[config.mk]
export PLATFORM = sky130hd
export DESIGN_NAME = runaway_code_watchdog
export DESIGN_NICKNAME = d
export VERILOG_FILES = /design/src/design/wdog_pkg.sv /design/src/design/runaway_code_watchdog.sv
export SDC_FILE = /design/constraint.sdc
export NUM_CORES = 1
export LEC_CHECK = 0
export BUFFER_PORTS_ARGS = -buffer_cell sky130_fd_sc_hd__buf_2
export CELL_PAD_IN_SITES_DETAIL_PLACEMENT = 1
export CELL_PAD_IN_SITES_GLOBAL_PLACEMENT = 1
export CORE_ASPECT_RATIO = 1.1
export CORE_MARGIN = 4
export CORE_UTILIZATION = 39
export DETAILED_ROUTE_END_ITERATION = 12
export GPL_TIMING_DRIVEN = 0
export PLACE_DENSITY_LB_ADDON = 0.1
export SETUP_SLACK_MARGIN = 0.5
export SYNTH_ARGS = -nofsm -noshare
export SYNTH_HDL_FRONTEND = slang
export SYNTH_SLANG_ARGS = --single-unit
[constraint.sdc]
create_clock -name clk -period 2.89 [get_ports clk]
set_input_delay 0.289 -clock clk [delete_from_list [all_inputs] [get_ports clk]]
set_output_delay 0.289 -clock clk [all_outputs]
set_load 0.01 [all_outputs]
[src/design/wdog_pkg.sv]
/*
  Shared constants and types of the runaway code watchdog: register map,
  field positions, timeout limits and pulse lengths.
  Assumes a 32-bit Avalon-MM bus with byte addresses and one word per register.
*/
`default_nettype none
package wdog_pkg;
  localparam int unsigned ADDR_W       = 18;
  localparam int unsigned PRESC_W      = 12;
  localparam int unsigned CNT_W        = 6;
  localparam int unsigned TOTAL_W      = PRESC_W + CNT_W;
  localparam int unsigned SVC_KEEP_W   = 4;

  // Register indices; byte address is four times the index
  localparam logic [15:0] SERVICE_IDX  = 16'hffff;
  localparam logic [15:0] STATUS_IDX   = 16'h0010;
  localparam logic [15:0] CONFIG_IDX   = 16'h001e;

  // Status fields
  localparam int unsigned ST_FLAG_BIT  = 0;
  localparam int unsigned ST_DIS_BIT   = 1;
  localparam int unsigned ST_PULSE_BIT = 2;
  localparam int unsigned ST_CNT_LSB   = 8;
  localparam int unsigned ST_PRE_LSB   = 16;

  // Config fields
  localparam int unsigned CF_DIS_BIT   = 0;
  localparam int unsigned CF_RATE_BIT  = 1;
  localparam int unsigned CF_STOP_BIT  = 2;

  // Timeout limits in oscillator cycles: 2^18-2^4 and 2^13-2^4
  localparam logic [TOTAL_W-1:0] LIMIT_SLOW = 18'h3fff0;
  localparam logic [TOTAL_W-1:0] LIMIT_FAST = 18'h01ff0;

  localparam logic [4:0]  PULSE_LAST    = 5'h1f;   // 32 cycles low
  localparam logic [12:0] POR_CLR_COUNT = 13'h1000; // 4096 cycles

  localparam logic [15:0] VEC_HI_ADDR  = 16'hfffe;
  localparam logic [15:0] VEC_LO_ADDR  = 16'hffff;

  typedef struct packed {
    logic stop_en;
    logic rate_sel;
    logic disable_bit;
  } cfg_t;

  localparam cfg_t CFG_RESET = 3'h0;

  typedef enum logic [1:0] {
    PS_IDLE  = 2'b01,
    PS_PULSE = 2'b10
  } pulse_state_t;
endpackage
`default_nettype wire

[src/design/runaway_code_watchdog.sv]
/*
  Runaway code watchdog: 12-bit prescaler and 6-bit counter on the oscillator
  clock, Avalon-MM register slave, reset pulse generator.
  Assumes clk is the oscillator output, reset_n is the power-on reset, and
  all CPU-side event inputs are synchronous to clk.
*/
`default_nettype none
module runaway_code_watchdog (
  input  wire logic                        clk,
  input  wire logic                        reset_n,
  input  wire logic [wdog_pkg::ADDR_W-1:0] address,
  input  wire logic                        read,
  input  wire logic                        write,
  input  wire logic [31:0]                 writedata,
  output logic      [31:0]                 readdata,
  output logic                             waitrequest,
  input  wire logic [7:0]                  reset_vector_lo,
  input  wire logic [15:0]                 cpu_addr,
  input  wire logic                        cpu_addr_valid,
  input  wire logic                        stop_exec,
  input  wire logic                        stop_mode,
  input  wire logic                        internal_reset,
  input  wire logic                        monitor_mode,
  input  wire logic                        vectors_blank,
  input  wire logic                        irq_test_level,
  input  wire logic                        rst_test_level,
  input  wire logic                        break_active,
  output logic                             rst_pin_out,
  output logic                             rst_pin_oe,
  output logic                             illegal_op_reset,
  output logic                             watchdog_disable,
  output logic                             watchdog_rate_sel
);
  function automatic logic is_vector_addr(input logic [15:0] a);
    is_vector_addr = (a == wdog_pkg::VEC_HI_ADDR) || (a == wdog_pkg::VEC_LO_ADDR);
  endfunction

  // Bus group
  logic        waitrequest_q, waitrequest_d;
  logic [31:0] readdata_q, readdata_d;
  logic        cfg_locked_q, cfg_locked_d;
  wdog_pkg::cfg_t cfg_q, cfg_d;

  // Watchdog group
  logic [wdog_pkg::TOTAL_W-1:0] cnt_q, cnt_d;
  logic [12:0]                  por_cnt_q, por_cnt_d;
  logic                         flag_q, flag_d;
  logic                         mon_prev_q, mon_prev_d;
  logic                         mon_test_q, mon_test_d;
  logic                         mon_blank_q, mon_blank_d;
  logic [4:0]                   pulse_cnt_q, pulse_cnt_d;
  wdog_pkg::pulse_state_t       state_q, state_d;
  logic                         oe_q, oe_d;
  logic                         illegal_q, illegal_d;
  logic                         dis_out_q, dis_out_d;
  logic                         rate_out_q, rate_out_d;

  logic [15:0] idx;
  logic        acc_wr;
  logic        svc_wr;
  logic        status_wr;
  logic        disabled;
  logic        running;
  logic        timeout;
  logic [wdog_pkg::TOTAL_W-1:0] limit;

  assign idx       = address[wdog_pkg::ADDR_W-1:2];
  assign acc_wr    = write && !waitrequest_q;
  assign svc_wr    = acc_wr && (idx == wdog_pkg::SERVICE_IDX);
  assign status_wr = acc_wr && (idx == wdog_pkg::STATUS_IDX);

  // Disable sources: configuration, monitor entries, break
  assign disabled = cfg_q.disable_bit
                  || (mon_test_q && (irq_test_level || rst_test_level))
                  || mon_blank_q
                  || (break_active && rst_test_level);
  // Wait mode is not a gating term, so counting carries on through it
  assign running  = !disabled && !stop_mode;
  assign limit    = cfg_q.rate_sel ? wdog_pkg::LIMIT_FAST : wdog_pkg::LIMIT_SLOW;
  assign timeout  = running && (state_q == wdog_pkg::PS_IDLE)
                  && (cnt_q == limit - 18'h00001);

  // Bus slave: one wait cycle, answer registered
  always_comb begin
    waitrequest_d = !((read || write) && waitrequest_q);
    readdata_d    = readdata_q;
    cfg_d         = cfg_q;
    cfg_locked_d  = cfg_locked_q;
    if (read && waitrequest_q) begin
      readdata_d = 32'h0000_0000;
      if (idx == wdog_pkg::SERVICE_IDX) begin
        readdata_d[7:0] = reset_vector_lo;
      end else if (idx == wdog_pkg::STATUS_IDX) begin
        readdata_d[wdog_pkg::ST_FLAG_BIT]  = flag_q;
        readdata_d[wdog_pkg::ST_DIS_BIT]   = disabled;
        readdata_d[wdog_pkg::ST_PULSE_BIT] = oe_q;
        readdata_d[wdog_pkg::ST_CNT_LSB +: wdog_pkg::CNT_W] =
          cnt_q[wdog_pkg::PRESC_W +: wdog_pkg::CNT_W];
        readdata_d[wdog_pkg::ST_PRE_LSB +: wdog_pkg::PRESC_W] = cnt_q[wdog_pkg::PRESC_W-1:0];
      end else if (idx == wdog_pkg::CONFIG_IDX) begin
        readdata_d[wdog_pkg::CF_DIS_BIT]  = cfg_q.disable_bit;
        readdata_d[wdog_pkg::CF_RATE_BIT] = cfg_q.rate_sel;
        readdata_d[wdog_pkg::CF_STOP_BIT] = cfg_q.stop_en;
      end
    end
    // Configuration latch takes one write per reset, like the real option bits
    if (acc_wr && (idx == wdog_pkg::CONFIG_IDX) && !cfg_locked_q) begin
      cfg_d.disable_bit = writedata[wdog_pkg::CF_DIS_BIT];
      cfg_d.rate_sel    = writedata[wdog_pkg::CF_RATE_BIT];
      cfg_d.stop_en     = writedata[wdog_pkg::CF_STOP_BIT];
      cfg_locked_d      = 1'b1;
    end
  end

  always_ff @(posedge clk) begin
    if (!reset_n || internal_reset || oe_q) begin
      waitrequest_q <= 1'b1;
      readdata_q    <= 32'h0000_0000;
      cfg_q         <= wdog_pkg::CFG_RESET;
      cfg_locked_q  <= 1'b0;
    end else begin
      waitrequest_q <= waitrequest_d;
      readdata_q    <= readdata_d;
      cfg_q         <= cfg_d;
      cfg_locked_q  <= cfg_locked_d;
    end
  end

  // Watchdog counting, monitor latches and reset pulse
  always_comb begin
    cnt_d       = cnt_q;
    por_cnt_d   = por_cnt_q;
    flag_d      = flag_q;
    mon_prev_d  = monitor_mode;
    mon_test_d  = mon_test_q;
    mon_blank_d = mon_blank_q;
    pulse_cnt_d = pulse_cnt_q;
    state_d     = state_q;
    illegal_d   = stop_exec && !cfg_q.stop_en;
    dis_out_d   = cfg_q.disable_bit;
    rate_out_d  = cfg_q.rate_sel;

    if (monitor_mode && !mon_prev_q) begin
      if (irq_test_level) begin
        mon_test_d = 1'b1;
      end else if (vectors_blank) begin
        mon_blank_d = 1'b1;
      end
    end
    if (!monitor_mode) begin
      mon_test_d = 1'b0;
    end

    if (running) begin
      cnt_d = cnt_q + 18'h00001;
    end
    if (stop_mode || (stop_exec && cfg_q.stop_en)) begin
      cnt_d[wdog_pkg::PRESC_W-1:0] = '0;
    end
    if (cpu_addr_valid && is_vector_addr(cpu_addr)) begin
      cnt_d[wdog_pkg::PRESC_W-1:0] = '0;
    end
    if (por_cnt_q != wdog_pkg::POR_CLR_COUNT) begin
      por_cnt_d = por_cnt_q + 13'h0001;
      if (por_cnt_d == wdog_pkg::POR_CLR_COUNT) begin
        cnt_d[wdog_pkg::PRESC_W-1:0] = '0;
      end
    end
    if (svc_wr) begin
      cnt_d[wdog_pkg::TOTAL_W-1:wdog_pkg::SVC_KEEP_W] = '0;
    end

    if (status_wr && writedata[wdog_pkg::ST_FLAG_BIT]) begin
      flag_d = 1'b0;
    end

    // No interrupt output exists: a timeout starts the reset pulse and sets the status flag
    case (state_q)
      wdog_pkg::PS_IDLE: begin
        if (timeout) begin
          state_d     = wdog_pkg::PS_PULSE;
          pulse_cnt_d = 5'h00;
          flag_d      = 1'b1;
        end
      end
      wdog_pkg::PS_PULSE: begin
        pulse_cnt_d = pulse_cnt_q + 5'h01;
        if (pulse_cnt_q == wdog_pkg::PULSE_LAST) begin
          state_d = wdog_pkg::PS_IDLE;
        end
      end
      default: state_d = wdog_pkg::PS_IDLE;
    endcase
    oe_d = (state_d == wdog_pkg::PS_PULSE);

    if (internal_reset || state_q == wdog_pkg::PS_PULSE) begin
      cnt_d = '0;
    end
  end

  always_ff @(posedge clk) begin
    if (!reset_n) begin
      cnt_q       <= '0;
      por_cnt_q   <= 13'h0000;
      flag_q      <= 1'b0;
      mon_prev_q  <= 1'b0;
      mon_test_q  <= 1'b0;
      mon_blank_q <= 1'b0;
      pulse_cnt_q <= 5'h00;
      state_q     <= wdog_pkg::PS_IDLE;
      oe_q        <= 1'b0;
      illegal_q   <= 1'b0;
      dis_out_q   <= 1'b0;
      rate_out_q  <= 1'b0;
    end else begin
      cnt_q       <= cnt_d;
      por_cnt_q   <= por_cnt_d;
      flag_q      <= flag_d;
      mon_prev_q  <= mon_prev_d;
      mon_test_q  <= mon_test_d;
      mon_blank_q <= mon_blank_d;
      pulse_cnt_q <= pulse_cnt_d;
      state_q     <= state_d;
      oe_q        <= oe_d;
      illegal_q   <= illegal_d;
      dis_out_q   <= dis_out_d;
      rate_out_q  <= rate_out_d;
    end
  end

  // Pin level is always low; only the enable moves, as on an open-drain pad
  logic rst_out_q;
  always_ff @(posedge clk) begin
    rst_out_q <= 1'b0;
  end

  assign readdata          = readdata_q;
  assign waitrequest       = waitrequest_q;
  assign rst_pin_out       = rst_out_q;
  assign rst_pin_oe        = oe_q;
  assign illegal_op_reset  = illegal_q;
  assign watchdog_disable  = dis_out_q;
  assign watchdog_rate_sel = rate_out_q;
endmodule
`default_nettype wire

== Yosys cells after proc, flatten, opt, wreduce, memory -nomap -nowiden ==
Index checks and enable logic that the tools add are counted.
Widths: inputs -> output; s select.

* Flip-flop bits (word level): 77
* Bits in latches: 0
* RAM bits: 0
* ROM bits: 0
* Word-level logic and storage cells: 103
* Memories kept: 0

* $add $sub $neg: 4
* Multipliers: 0
* Divide/modulo/power cells: 0
* Magnitude comparators: 0
* Eq/ne operators: 13
* Shifts and indexed selects: 0
* Mux-type cells: 22
* Bitwise logic cells: 2
* Reduce and logical (&&, ||, !) cells: 42

{| class="wikitable"
|+ Operator list
! kind !! number
|-
| $mux 12 || 7
|-
| $eq 16x16->1 const B || 3
|-
| $eq 16x5->1 const B || 2
|-
| $add 18x1->18 const B || 1
|-
| $eq 18x18->1 || 1
|-
| $mux 18 || 1
|-
| $sub 18x1->18 const B || 1
|-
| $logic_and 1x1->1 || 17
|-
| $add 13x1->13 const B || 1
|-
| $eq 13x13->1 const B || 1
|-
| $ne 13x13->1 const B || 1
|-
| $mux 6 || 2
|-
| $logic_or 1x1->1 || 10
|-
| $mux 5 || 2
|-
| $pmux 5 s2 || 1
|-
| $mux 3 || 3
|-
| $logic_not 1->1 || 8
|-
| $reduce_and 2->1 || 3
|-
| $add 5x1->5 const B || 1
|-
| $eq 5x5->1 const B || 1
|-
| $eq 2x2->1 const B || 2
|-
| $mux 2 || 2
|-
| $pmux 2 s2 || 1
|-
| $mux 1 || 3
|-
| other kinds (7) || 8
|}

== Longest topological paths before layout ==
Gate-level depths: netlist of the first run.

* Depth in word-level cells: 12
* Depth in mapped cells: 8
* Gate-level depth less buffers: 8

== Worst setup path before layout of the first run ==
OpenSTA, ideal clock, no wires.

* Path type: register to register
* Start: register por_cnt_q[0]
* End: register cnt_q[4] in the netlist's numbering
* Setup time: 128 ps
* Arrival time: 1862 ps
* Path slack: 900 ps
* Cell stages (with the launch flop): 9
* Path buffers: 2
* Period minus slack after synthesis: 1990 ps
* Cell sequence: dfxtp_1 > ha_1 > buf_2 > nand3_1 > nor3b_1 > nand2_2 > a2111oi_4 > buf_6 > nor3_1

* Word-level cells in the longest chain between the ends: 4

{| class="wikitable"
|+ Ends and longest elaborated chain
! what !! RTL line !! text
|-
| from (decl) || runaway_code_watchdog.sv:46 || <nowiki>logic [12:0] por_cnt_q, por_cnt_d;</nowiki>
|-
| from (signal assigned) || runaway_code_watchdog.sv:217 || <nowiki>por_cnt_q <= por_cnt_d;</nowiki>
|-
| $add 13x1->13 || runaway_code_watchdog.sv:164 || <nowiki>por_cnt_d = por_cnt_q + 13'h0001;</nowiki>
|-
| $eq 13x13->1 || runaway_code_watchdog.sv:165 || <nowiki>if (por_cnt_d == wdog_pkg::POR_CLR_COUNT) begin</nowiki>
|-
| $mux 12 || runaway_code_watchdog.sv:165 ||
|-
| $mux 12 (*) || runaway_code_watchdog.sv:163 || <nowiki>if (por_cnt_q != wdog_pkg::POR_CLR_COUNT) begin</nowiki>
|-
| to (signal assigned) || runaway_code_watchdog.sv:216 || <nowiki>cnt_q <= cnt_d;</nowiki>
|-
| to (decl) || runaway_code_watchdog.sv:45 || <nowiki>logic [wdog_pkg::TOTAL_W-1:0] cnt_q, cnt_d;</nowiki>
|}

Mark *: on every way between the ends. The rest lies on a longest branch, timed or not.
A chain may end at the register's enable or synchronous reset.

== Final worst setup path of the first run ==
* Start: register por_cnt_q[0]
* End: register cnt_q[9] in the netlist's numbering

Same word-level chain as after synthesis.

==> results of run 1 <==
-- registers in the layout (all words and copies together) (netlist names), 2 cells and up --
| register | count |
|---|---|
| cnt_q | 18 |
| por_cnt_q | 13 |
| pulse_cnt_q | 5 |
| readdata | 26 |
| state_q | 2 |
-- cell families (layout without fill, tap and decap cells) --
logic type      count (synthesis)  after routing
buf+inv                        47            148
xor+xnor                       29             29
compound gates                 70             70
flops                          77             77
mux                             5              5
other cells                     1              7
simple gates                  219            219
fa+ha+maj                       8              8
-- final timing paths --
path	start	to	slack, ns	depth (start not counted)
worst min register to register	readdata[21]$_SDFFE_PP0P_	readdata[21]$_SDFFE_PP0P_	0.45	2
worst min-delay path	stop_exec	illegal_op_reset$_SDFF_PN0_	0.18	3
worst max-delay path	por_cnt_q[0]$_SDFFE_PN0N_	cnt_q[9]$_SDFF_PP0_	0.69	8
worst max register to register	por_cnt_q[0]$_SDFFE_PN0N_	cnt_q[9]$_SDFF_PP0_	0.69	8
-- repair_timing --
item                       4_1_cts  5_1_grt
pin swaps                        0        1
buffers inserted                 0        2
setup endpoints to repair        7       12
resized for setup                1        2
-- final cells by class --
cell class / count / area share [%]
multi-input cells: 338 / 44.9
flip-flops and latches: 77 / 33.8
repair buffers: 86 / 9.53
plain buffers: 32 / 3.89
clock buffers: 13 / 3.26
well taps: 117 / 3.20
inverters: 15 / 1.23
clock inverters: 2 / 0.219
-- through the flow --
step	setup WS [ns]	cell area, um^2	power [mW]
final	0.687	4570	1.96
after global routing	0.539	4570	2.06
after CTS	0.530	4550	1.99
after detailed placement	0.491	4390	1.28
after global placement	0.537	4390	1.28
after floorplan	0.900	3820	1.20
-- worst max-delay path: stages, from the launching register on --
cell,delay [ns]
dfxtp_2,0.44
ha_1,0.17
buf_2,0.18
nand4_1,0.19
nor4_1,0.28
o22ai_1,0.15
a2111oi_4,0.41
buf_6,0.20
nor3_1,0.06
-- power by group --
group	internal, mW	total (mW)	switching (mW)
clock	0.329	0.700	0.370
sequential	1.07	1.08	0.0124
combinational	0.0696	0.173	0.103
total	1.47	1.96	0.486
-- layout by cell type (no fill, tap or decap), drive strengths merged, types with 3 or more instances in the layout --
master / n
nand2: 48
o21a: 4
ha: 8
or3: 4
a21oi: 32
nand4: 17
nor3: 20
and3: 4
inv: 14
clkinv: 3
o21ai: 7
nor4b: 5
nor2: 49
dfxtp: 77
and2: 5
nor4: 13
buf: 107
xnor2: 24
mux2i: 4
conb: 7
xor2: 5
clkbuf: 24
a211o: 4
nand3: 41
o22ai: 5
-- per-layer routing --
| layer | wire (um) | GRT usage, % |
|---|---|---|
| met4 | 163 | 6.39 |
| met2 | 5160 | 31.8 |
| met5 | 0 | 0 |
| met3 | 353 | 2.63 |
| met1 | 4610 | 24.6 |
==> impl_metrics.json, run 1 <==
{
  "fin_crit_sh_pct": 76.2,
  "path_class": "reg -> reg",
  "dpl.hpwl_um": 8140,
  "fin_setup_tns_ns": 0,
  "timing.fmax_ghz": 0.454,
  "static-leakage-power_nw": 1.74,
  "peakVddDrop_mv": 0.233,
  "grt_pass1_vias": 3615,
  "num_rows": 37,
  "grt_pass1_wl_um": 17600,
  "synth_flop_cell": "dfxtp_1",
  "slew-limit-headroom_pct": 61.9,
  "dr_total_vias": 3554,
  "finalHoldViolCount": 0,
  "die_area_um2": 11400,
  "yosysWarningCount": 0,
  "max_cap_viol_count": 0,
  "synth_area_leader_cell": "dfxtp_1",
  "synth_top_family_by_area": "simple AND/OR/NAND/NOR gates",
  "grt_overflow": 0,
  "h-tree-depth": 3,
  "worst_ep_arrival_time_ns": 2.42,
  "synth_area_leaders": "dfxtp_1, xnor2_1, nand3_1",
  "final-setup-viol-count": 0,
  "p_per_area_nw_per_um2": 428,
  "status": "finished, final reports clean",
  "synth-xor-area-share_pct": 6.69,
  "seq_area_um2": 1540,
  "hp-class": "in -> reg",
  "dp_cells": 663,
  "start_util_pct": 40.2,
  "ant_nets": 0,
  "first_pass_iters": 4,
  "synthToLayoutAreaGrowth_pct": 20.3,
  "io_pins": 125,
  "synth-adder-area-share_pct": 2.64,
  "slew_violations": 0,
  "synth_most_common_cell": "dfxtp_1",
  "antenna_cells": 0,
  "synth_compound_area_share_pct": 12.2,
  "nFillCells": 1229,
  "grt_use_total_pct": 18.9,
  "grt_max_degree": 12,
  "cts_root_buffer": "clkbuf_8",
  "worstSetupEndpointType": "flop",
  "cts.path.max_buffers": 2,
  "clk_pin_slew_worst_paths_ns": 0.07,
  "instances_no_fill": 680,
  "core_area_um2": 9440,
  "synth_common_cells": "dfxtp_1, nor2_1, nand2_1, nand3_1, a21oi_1",
  "cts_tree": "built",
  "antenna_found_initial": 0,
  "drive_above_1_share_pct": 23.8,
  "wirelength_um": 10300,
  "die_w_um": 102,
  "ctsHoldBuffers": 0,
  "yosysUniqueCellTypes": 63,
  "gp_congestion": 0.828,
  "vias_per_cell": 5.23,
  "start_kind": "flop",
  "required_ns": 3.11,
  "portBuffers": 84,
  "worstSkewPairLatency_ns": 0.34,
  "multi_input_area_um2": 2050,
  "drtIter0Drc": 92,
  "die_h_um": 111,
  "drc": 0,
  "yosys.area.top_type_share_pct": 40.6,
  "numCtsBuffers": 9,
  "synth-seq-area-share_pct": 40.6,
  "worst_slew_pin_slew_ns": 0.564,
  "critPathMaxFanout": 10,
  "synth_area_um2": 3800,
  "async_flop_share_pct": 0,
  "grt_setup_unrepaired": "false",
  "period_minus_slack_ns": 2.20,
  "syn_inst": 456,
  "ys_ff_latch": 77,
  "yosys.area_share.simple_pct": 30.2,
  "synth_area_per_cell_um2": 8.33,
  "final_nets": 654,
  "fin_skew_ns": 0.00401,
  "hold_slack_ns": 0.177,
  "cts.sinks": 77,
  "synth_edf_count": 0,
  "avgRoutedWirePerCell_um": 15.1,
  "synth.mux.area_fraction_pct": 1.45,
  "post-route-util_pct": 48.4
}
(Power assumes the default switching activity.)
==> run 2: changes to the inputs <==
CORE_UTILIZATION = 33   (was 39)
clock period = 1.9 ns   (was 2.89 ns; I/O delays follow)
==> run 2 against run 1 <==
- combinational power is 120% higher
- final area is 26% higher
- routed wire length is 23% higher
- clock power is 130% higher
- first-iteration DRC count is 51% higher
- total power is 86% higher
- highest routed layer unchanged
- fmax is 7.2% higher
- die area is 17% higher
- clock skew is 0.0024 ns higher
- the run now ends with negative setup slack left
- critical path depth is 2 lower
- sequential share of layout area is 6.4 points lower
==> impl_metrics.json, run 2 (synthesis results as in run 1) <==
{
  "status": "complete, but fails checks",
  "ant_nets": 0,
  "final_nets": 697,
  "r2r-start": "por_cnt_q[10]$_SDFFE_PN0N_",
  "pre_cts_slack_ns": -0.330,
  "dr_total_vias": 3921,
  "h-tree-depth": 3,
  "min_path_cells": 3,
  "worst_ep_arrival_time_ns": 2.26,
  "gp_congestion": 0.789,
  "static-leakage-power_nw": 2.14,
  "final_cell_mix": "buf_2, dfxtp_1, buf_4",
  "final_common_cell": "buf_2",
  "min_from": "stop_exec",
  "critical_path.top_delay_family": "flip-flops",
  "start_util_pct": 34.2,
  "required_ns": 2.10,
  "regToRegEndpoint": "cnt_q[6]$_SDFF_PP0_",
  "grt_setup_unrepaired": "true",
  "first_pass_iters": 5,
  "timing.fmax_ghz": 0.486,
  "clk_pin_slew_worst_paths_ns": 0.06,
  "hp-class": "in -> reg",
  "r2r_cells": 6,
  "wirelength_um": 12700,
  "numCtsBuffers": 9,
  "finalHoldViolCount": 0,
  "dpl.hpwl_um": 8660,
  "worstSetupEndpointType": "flop",
  "violations": "negative setup slack",
  "final-setup-viol-count": 12,
  "antenna_found_initial": 0,
  "cts_root_buffer": "clkbuf_16",
  "nFillCells": 1327,
  "avgRoutedWirePerCell_um": 16.8,
  "fin_setup_tns_ns": -1.51,
  "cpPeakStageDelay_ns": 0.44,
  "grt_max_degree": 13,
  "total_power_mw": 3.63,
  "path_class": "reg -> reg",
  "cts_tree": "built",
  "period_minus_slack_ns": 2.06,
  "peakVddDrop_mv": 0.312,
  "reg2reg_setup_slack_ns": -0.16,
  "antenna_cells": 0,
  "largest_register_ffs": 26,
  "fin_skew_ns": 0.00644,
  "post-route-util_pct": 52.0,
  "grt_pass1_wl_um": 20300,
  "die_w_um": 110,
  "p_per_area_nw_per_um2": 628,
  "critPathMaxFanout": 5,
  "slew_violations": 0,
  "place_area_um2": 4600,
  "fin_ws_ns": -0.156,
  "drtIter0Drc": 139,
  "fin_area_um2": 5780,
  "die_h_um": 121,
  "grt_use_total_pct": 19.2,
  "num_rows": 40,
  "path_cells": "inv_1 > nor4_4 > mux2_4 > a2111oi_4 > buf_4 > nor3_2",
  "cts.sinks": 77,
  "worstSkewPairLatency_ns": 0.33,
  "drive_above_1_share_pct": 47.0,
  "grt_pass1_vias": 4013,
  "synthToLayoutAreaGrowth_pct": 52.1,
  "drc": 0,
  "critPathBufInv": 2,
  "grt_overflow": 0,
  "start_kind": "flop",
  "die_area_um2": 13300,
  "vias_per_cell": 5.21,
  "fin_crit_sh_pct": 108,
  "max_cap_viol_count": 0,
  "core_area_um2": 11100,
  "ctsHoldBuffers": 0,
  "holdPathEnd": "illegal_op_reset$_SDFF_PN0_",
  "portBuffers": 84,
  "cpMaxStageDelayCell": "dfxtp_1",
  "io_pins": 125,
  "cts.path.max_buffers": 2
}
==> run 2: changes by cell type in the layout (fill, tap and decap cells not counted), sizes merged <==
cell      delta
clkbuf       -4
nand2        +1
buf         +44
clkinvlp     +3
clkinv       +1
inv          -2
==> run 2: layout make-up <==
class | count | area (um^2) | share of cell area (%)
clock buffers | 11 | 243 | 4.20
flip-flops and latches | 77 | 1580 | 27.4
plain buffers | 32 | 258 | 4.46
repair buffers | 128 | 785 | 13.6
well taps | 147 | 184 | 3.18
multi-input cells | 339 | 2630 | 45.5
inverters | 15 | 70.1 | 1.21
clock inverters | 4 | 25.0 | 0.433
==> run 2: routing by layer <==
metal	up-vias	share of wire [%]	GRT usage, %
li1	1906	-	-
met1	1921	42	23.0
met2	69	53	34.0
met3	25	3.1	3.10
met4	0	2.7	7.39
met5	-	0	0
==> run 2: metrics by stage <==
step / hold slack (ns) / std cells
finish: 0.0880 / 753
floorplan: 0.304 / 462
global route: 0.101 / 753
global placement: 0.418 / 693
detailed placement: 0.435 / 693
CTS: 0.0761 / 742
==> run 2: power by group <==
| part | switching (mW) | total (mW) | internal, mW |
|---|---|---|---|
| registers | 0.0242 | 1.65 | 1.63 |
| clock network | 0.679 | 1.59 | 0.909 |
| logic | 0.216 | 0.388 | 0.172 |
| total | 0.919 | 3.63 | 2.71 |
==> run 2: worst register-to-register path: stages, from the launching register on <==
cell and delay [ns]:
dfxtp_1 0.44, inv_1 0.11, nor4_4 0.35, mux2_4 0.35
a2111oi_4 0.41, buf_4 0.23, nor3_2 0.04
==> run 2: how the worst max path moves through the flow <==
stage,depth (start not counted),start,to
CTS,7,por_cnt_q[4]$_SDFFE_PN0N_,cnt_q[10]$_SDFF_PP0_
detailed placement,8,por_cnt_q[0]$_SDFFE_PN0N_,cnt_q[5]$_SDFF_PP0_
global placement,8,por_cnt_q[0]$_SDFFE_PN0N_,cnt_q[6]$_SDFF_PP0_
floorplan,7,por_cnt_q[3]$_SDFFE_PN0N_,cnt_q[4]$_SDFF_PP0_
finish,6,por_cnt_q[10]$_SDFFE_PN0N_,cnt_q[6]$_SDFF_PP0_
global route,7,por_cnt_q[3]$_SDFFE_PN0N_,cnt_q[10]$_SDFF_PP0_
==> run 2: what timing repair did <==
action / in CTS / in global routing
setup buffers: 30 / 11
cloned: 4 / 0
resized for setup: 99 / 53
endpoints found under the setup margin: 65 / 67
hold endpoints to repair: 0 / 0
pin swaps: 42 / 23
==> run 3: changes to the inputs <==
CORE_ASPECT_RATIO = unset   (was 1.1)
==> run 3 against run 2 <==
- the run still ends with negative setup slack left
- largest power group is now the clock network
- sequential power is essentially flat
- non-clock buffer count grew 12
- combinational power grew 2%
- core utilization grew 1.5 points
- register-to-register slack lost 0.05 ns
==> impl_metrics.json, run 3 (synthesis results as in run 1) <==
{
  "core_area_um2": 11000,
  "vias_per_cell": 5.20,
  "max_cap_viol_count": 0,
  "final_common_cell": "buf_2",
  "total_power_mw": 3.82,
  "slew-limit-headroom_pct": 61.5,
  "fin_ws_ns": -0.203,
  "cts.sinks": 77,
  "slew_violations": 0,
  "antenna_found_initial": 0,
  "path_class": "reg -> reg",
  "drtIter0Drc": 147,
  "static-leakage-power_nw": 2.25,
  "dr_total_vias": 3938,
  "grt_setup_unrepaired": "true",
  "fin_crit_sh_pct": 111,
  "critPathMaxFanout": 7,
  "grt_use_total_pct": 20.4,
  "gp_congestion": 0.802,
  "finalHoldViolCount": 0,
  "largest_register_ffs": 26,
  "dpl.hpwl_um": 8570,
  "portBuffers": 84,
  "synthToLayoutAreaGrowth_pct": 55.3,
  "h-tree-depth": 3,
  "antenna_cells": 0,
  "worst_ep_arrival_time_ns": 2.32,
  "clk_pin_slew_worst_paths_ns": 0.06,
  "start_kind": "flop",
  "timing.fmax_ghz": 0.475,
  "period_minus_slack_ns": 2.10,
  "grt_max_degree": 13,
  "ant_nets": 0,
  "fin_skew_ns": 0.00882,
  "avgRoutedWirePerCell_um": 17.7,
  "die_h_um": 115,
  "worst_slew_pin_slew_ns": 0.572,
  "final_nets": 708,
  "cts_tree": "built",
  "worstSetupEndpointType": "flop",
  "drc": 0,
  "hp-class": "in -> reg",
  "die_w_um": 115,
  "worstSkewPairLatency_ns": 0.35,
  "start_util_pct": 34.4,
  "dp_cells": 686,
  "wirelength_um": 13400,
  "grt_pass1_wl_um": 21400,
  "grt_overflow": 0,
  "required_ns": 2.11,
  "num_rows": 38,
  "peakVddDrop_mv": 0.401,
  "grt_pass1_vias": 4207,
  "numCtsBuffers": 9,
  "first_pass_iters": 4,
  "violations": "negative setup slack",
  "final_cell_mix": "buf_2, dfxtp_1, nand2_1",
  "io_pins": 125,
  "status": "complete, but fails checks",
  "p_per_area_nw_per_um2": 648,
  "final-setup-viol-count": 12,
  "drive_above_1_share_pct": 46.4,
  "die_area_um2": 13300,
  "instances_no_fill": 757,
  "ctsHoldBuffers": 0,
  "cts_root_buffer": "clkbuf_16",
  "cts.path.max_buffers": 2
}
==> run 3: stage by stage <==
step / hold WS (ns) / utilization [%] / setup TNS (ns) / instance area [um^2] / worst slack [ns]
2_1_floorplan: 0.304 / - / -0.127 / 4000 / -0.0190
5_1_grt: 0.103 / 53.4 / -4.17 / 5900 / -0.380
3_5_place_dp: 0.444 / 41.6 / -4.00 / 4590 / -0.348
6_report: 0.0861 / 53.4 / -2.18 / 5900 / -0.203
3_3_place_gp: 0.420 / 41.6 / -3.59 / 4590 / -0.325
4_1_cts: 0.0805 / 50.6 / -0.912 / 5580 / -0.0966
==> run 3: repair_timing <==
item | 4_1_cts | 5_1_grt
pin swaps | 23 | 15
buffers inserted | 42 | 13
resized for setup | 91 | 57
setup endpoints to repair | 65 | 66
gates cloned | 1 | 0
==> run 3: routing by layer <==
metal	wire (um)	up-vias	share of wire (%)	GRT usage (%)
met2	7200	62	54	36.4
met5	0	-	0	0
met3	357	15	2.7	3.16
li1	-	1922	-	-
met1	5680	1939	42	24.6
met4	184	0	1.4	7.43
==> run 3: area by class of cell <==
class	count	area, um^2
tap	140	175
clock inverter	4	47.5
multi-input combinational	338	2580
timing repair buffer	140	917
buffer	32	267
sequential	77	1590
fill	1287	5130
inverter	15	67.6
clock buffer	11	253
==> run 3: critical path, cell delays in order, from the launching register on <==
cell and delay, ns:
dfxtp_4 0.40, ha_4 0.14, buf_6 0.12, nand4_1 0.16, nor4_2 0.31, o22ai_2 0.13
a2111oi_4 0.45, buf_4 0.22, nor3_2 0.04
==> run 3: where the power goes <==
group          internal, mW  leakage [nW]  switching (mW)
registers              1.63         0.633          0.0244
logic                 0.180          1.47           0.216
clock network          1.08         0.147           0.695
total                  2.88          2.25           0.936
==> run 3: worst paths after layout <==
check / slack, ns / cells past startpoint / start / endpoint
setup / recovery: -0.20 / 8 / por_cnt_q[1]$_SDFFE_PN0N_ / cnt_q[4]$_SDFF_PP0_
hold reg to reg: 0.45 / 2 / readdata[25]$_SDFFE_PP0P_ / readdata[25]$_SDFFE_PP0P_
setup reg to reg: -0.20 / 8 / por_cnt_q[1]$_SDFFE_PN0N_ / cnt_q[4]$_SDFF_PP0_
hold / removal: 0.09 / 3 / writedata[2] / cfg_q[2]$_SDFFE_PP0P_
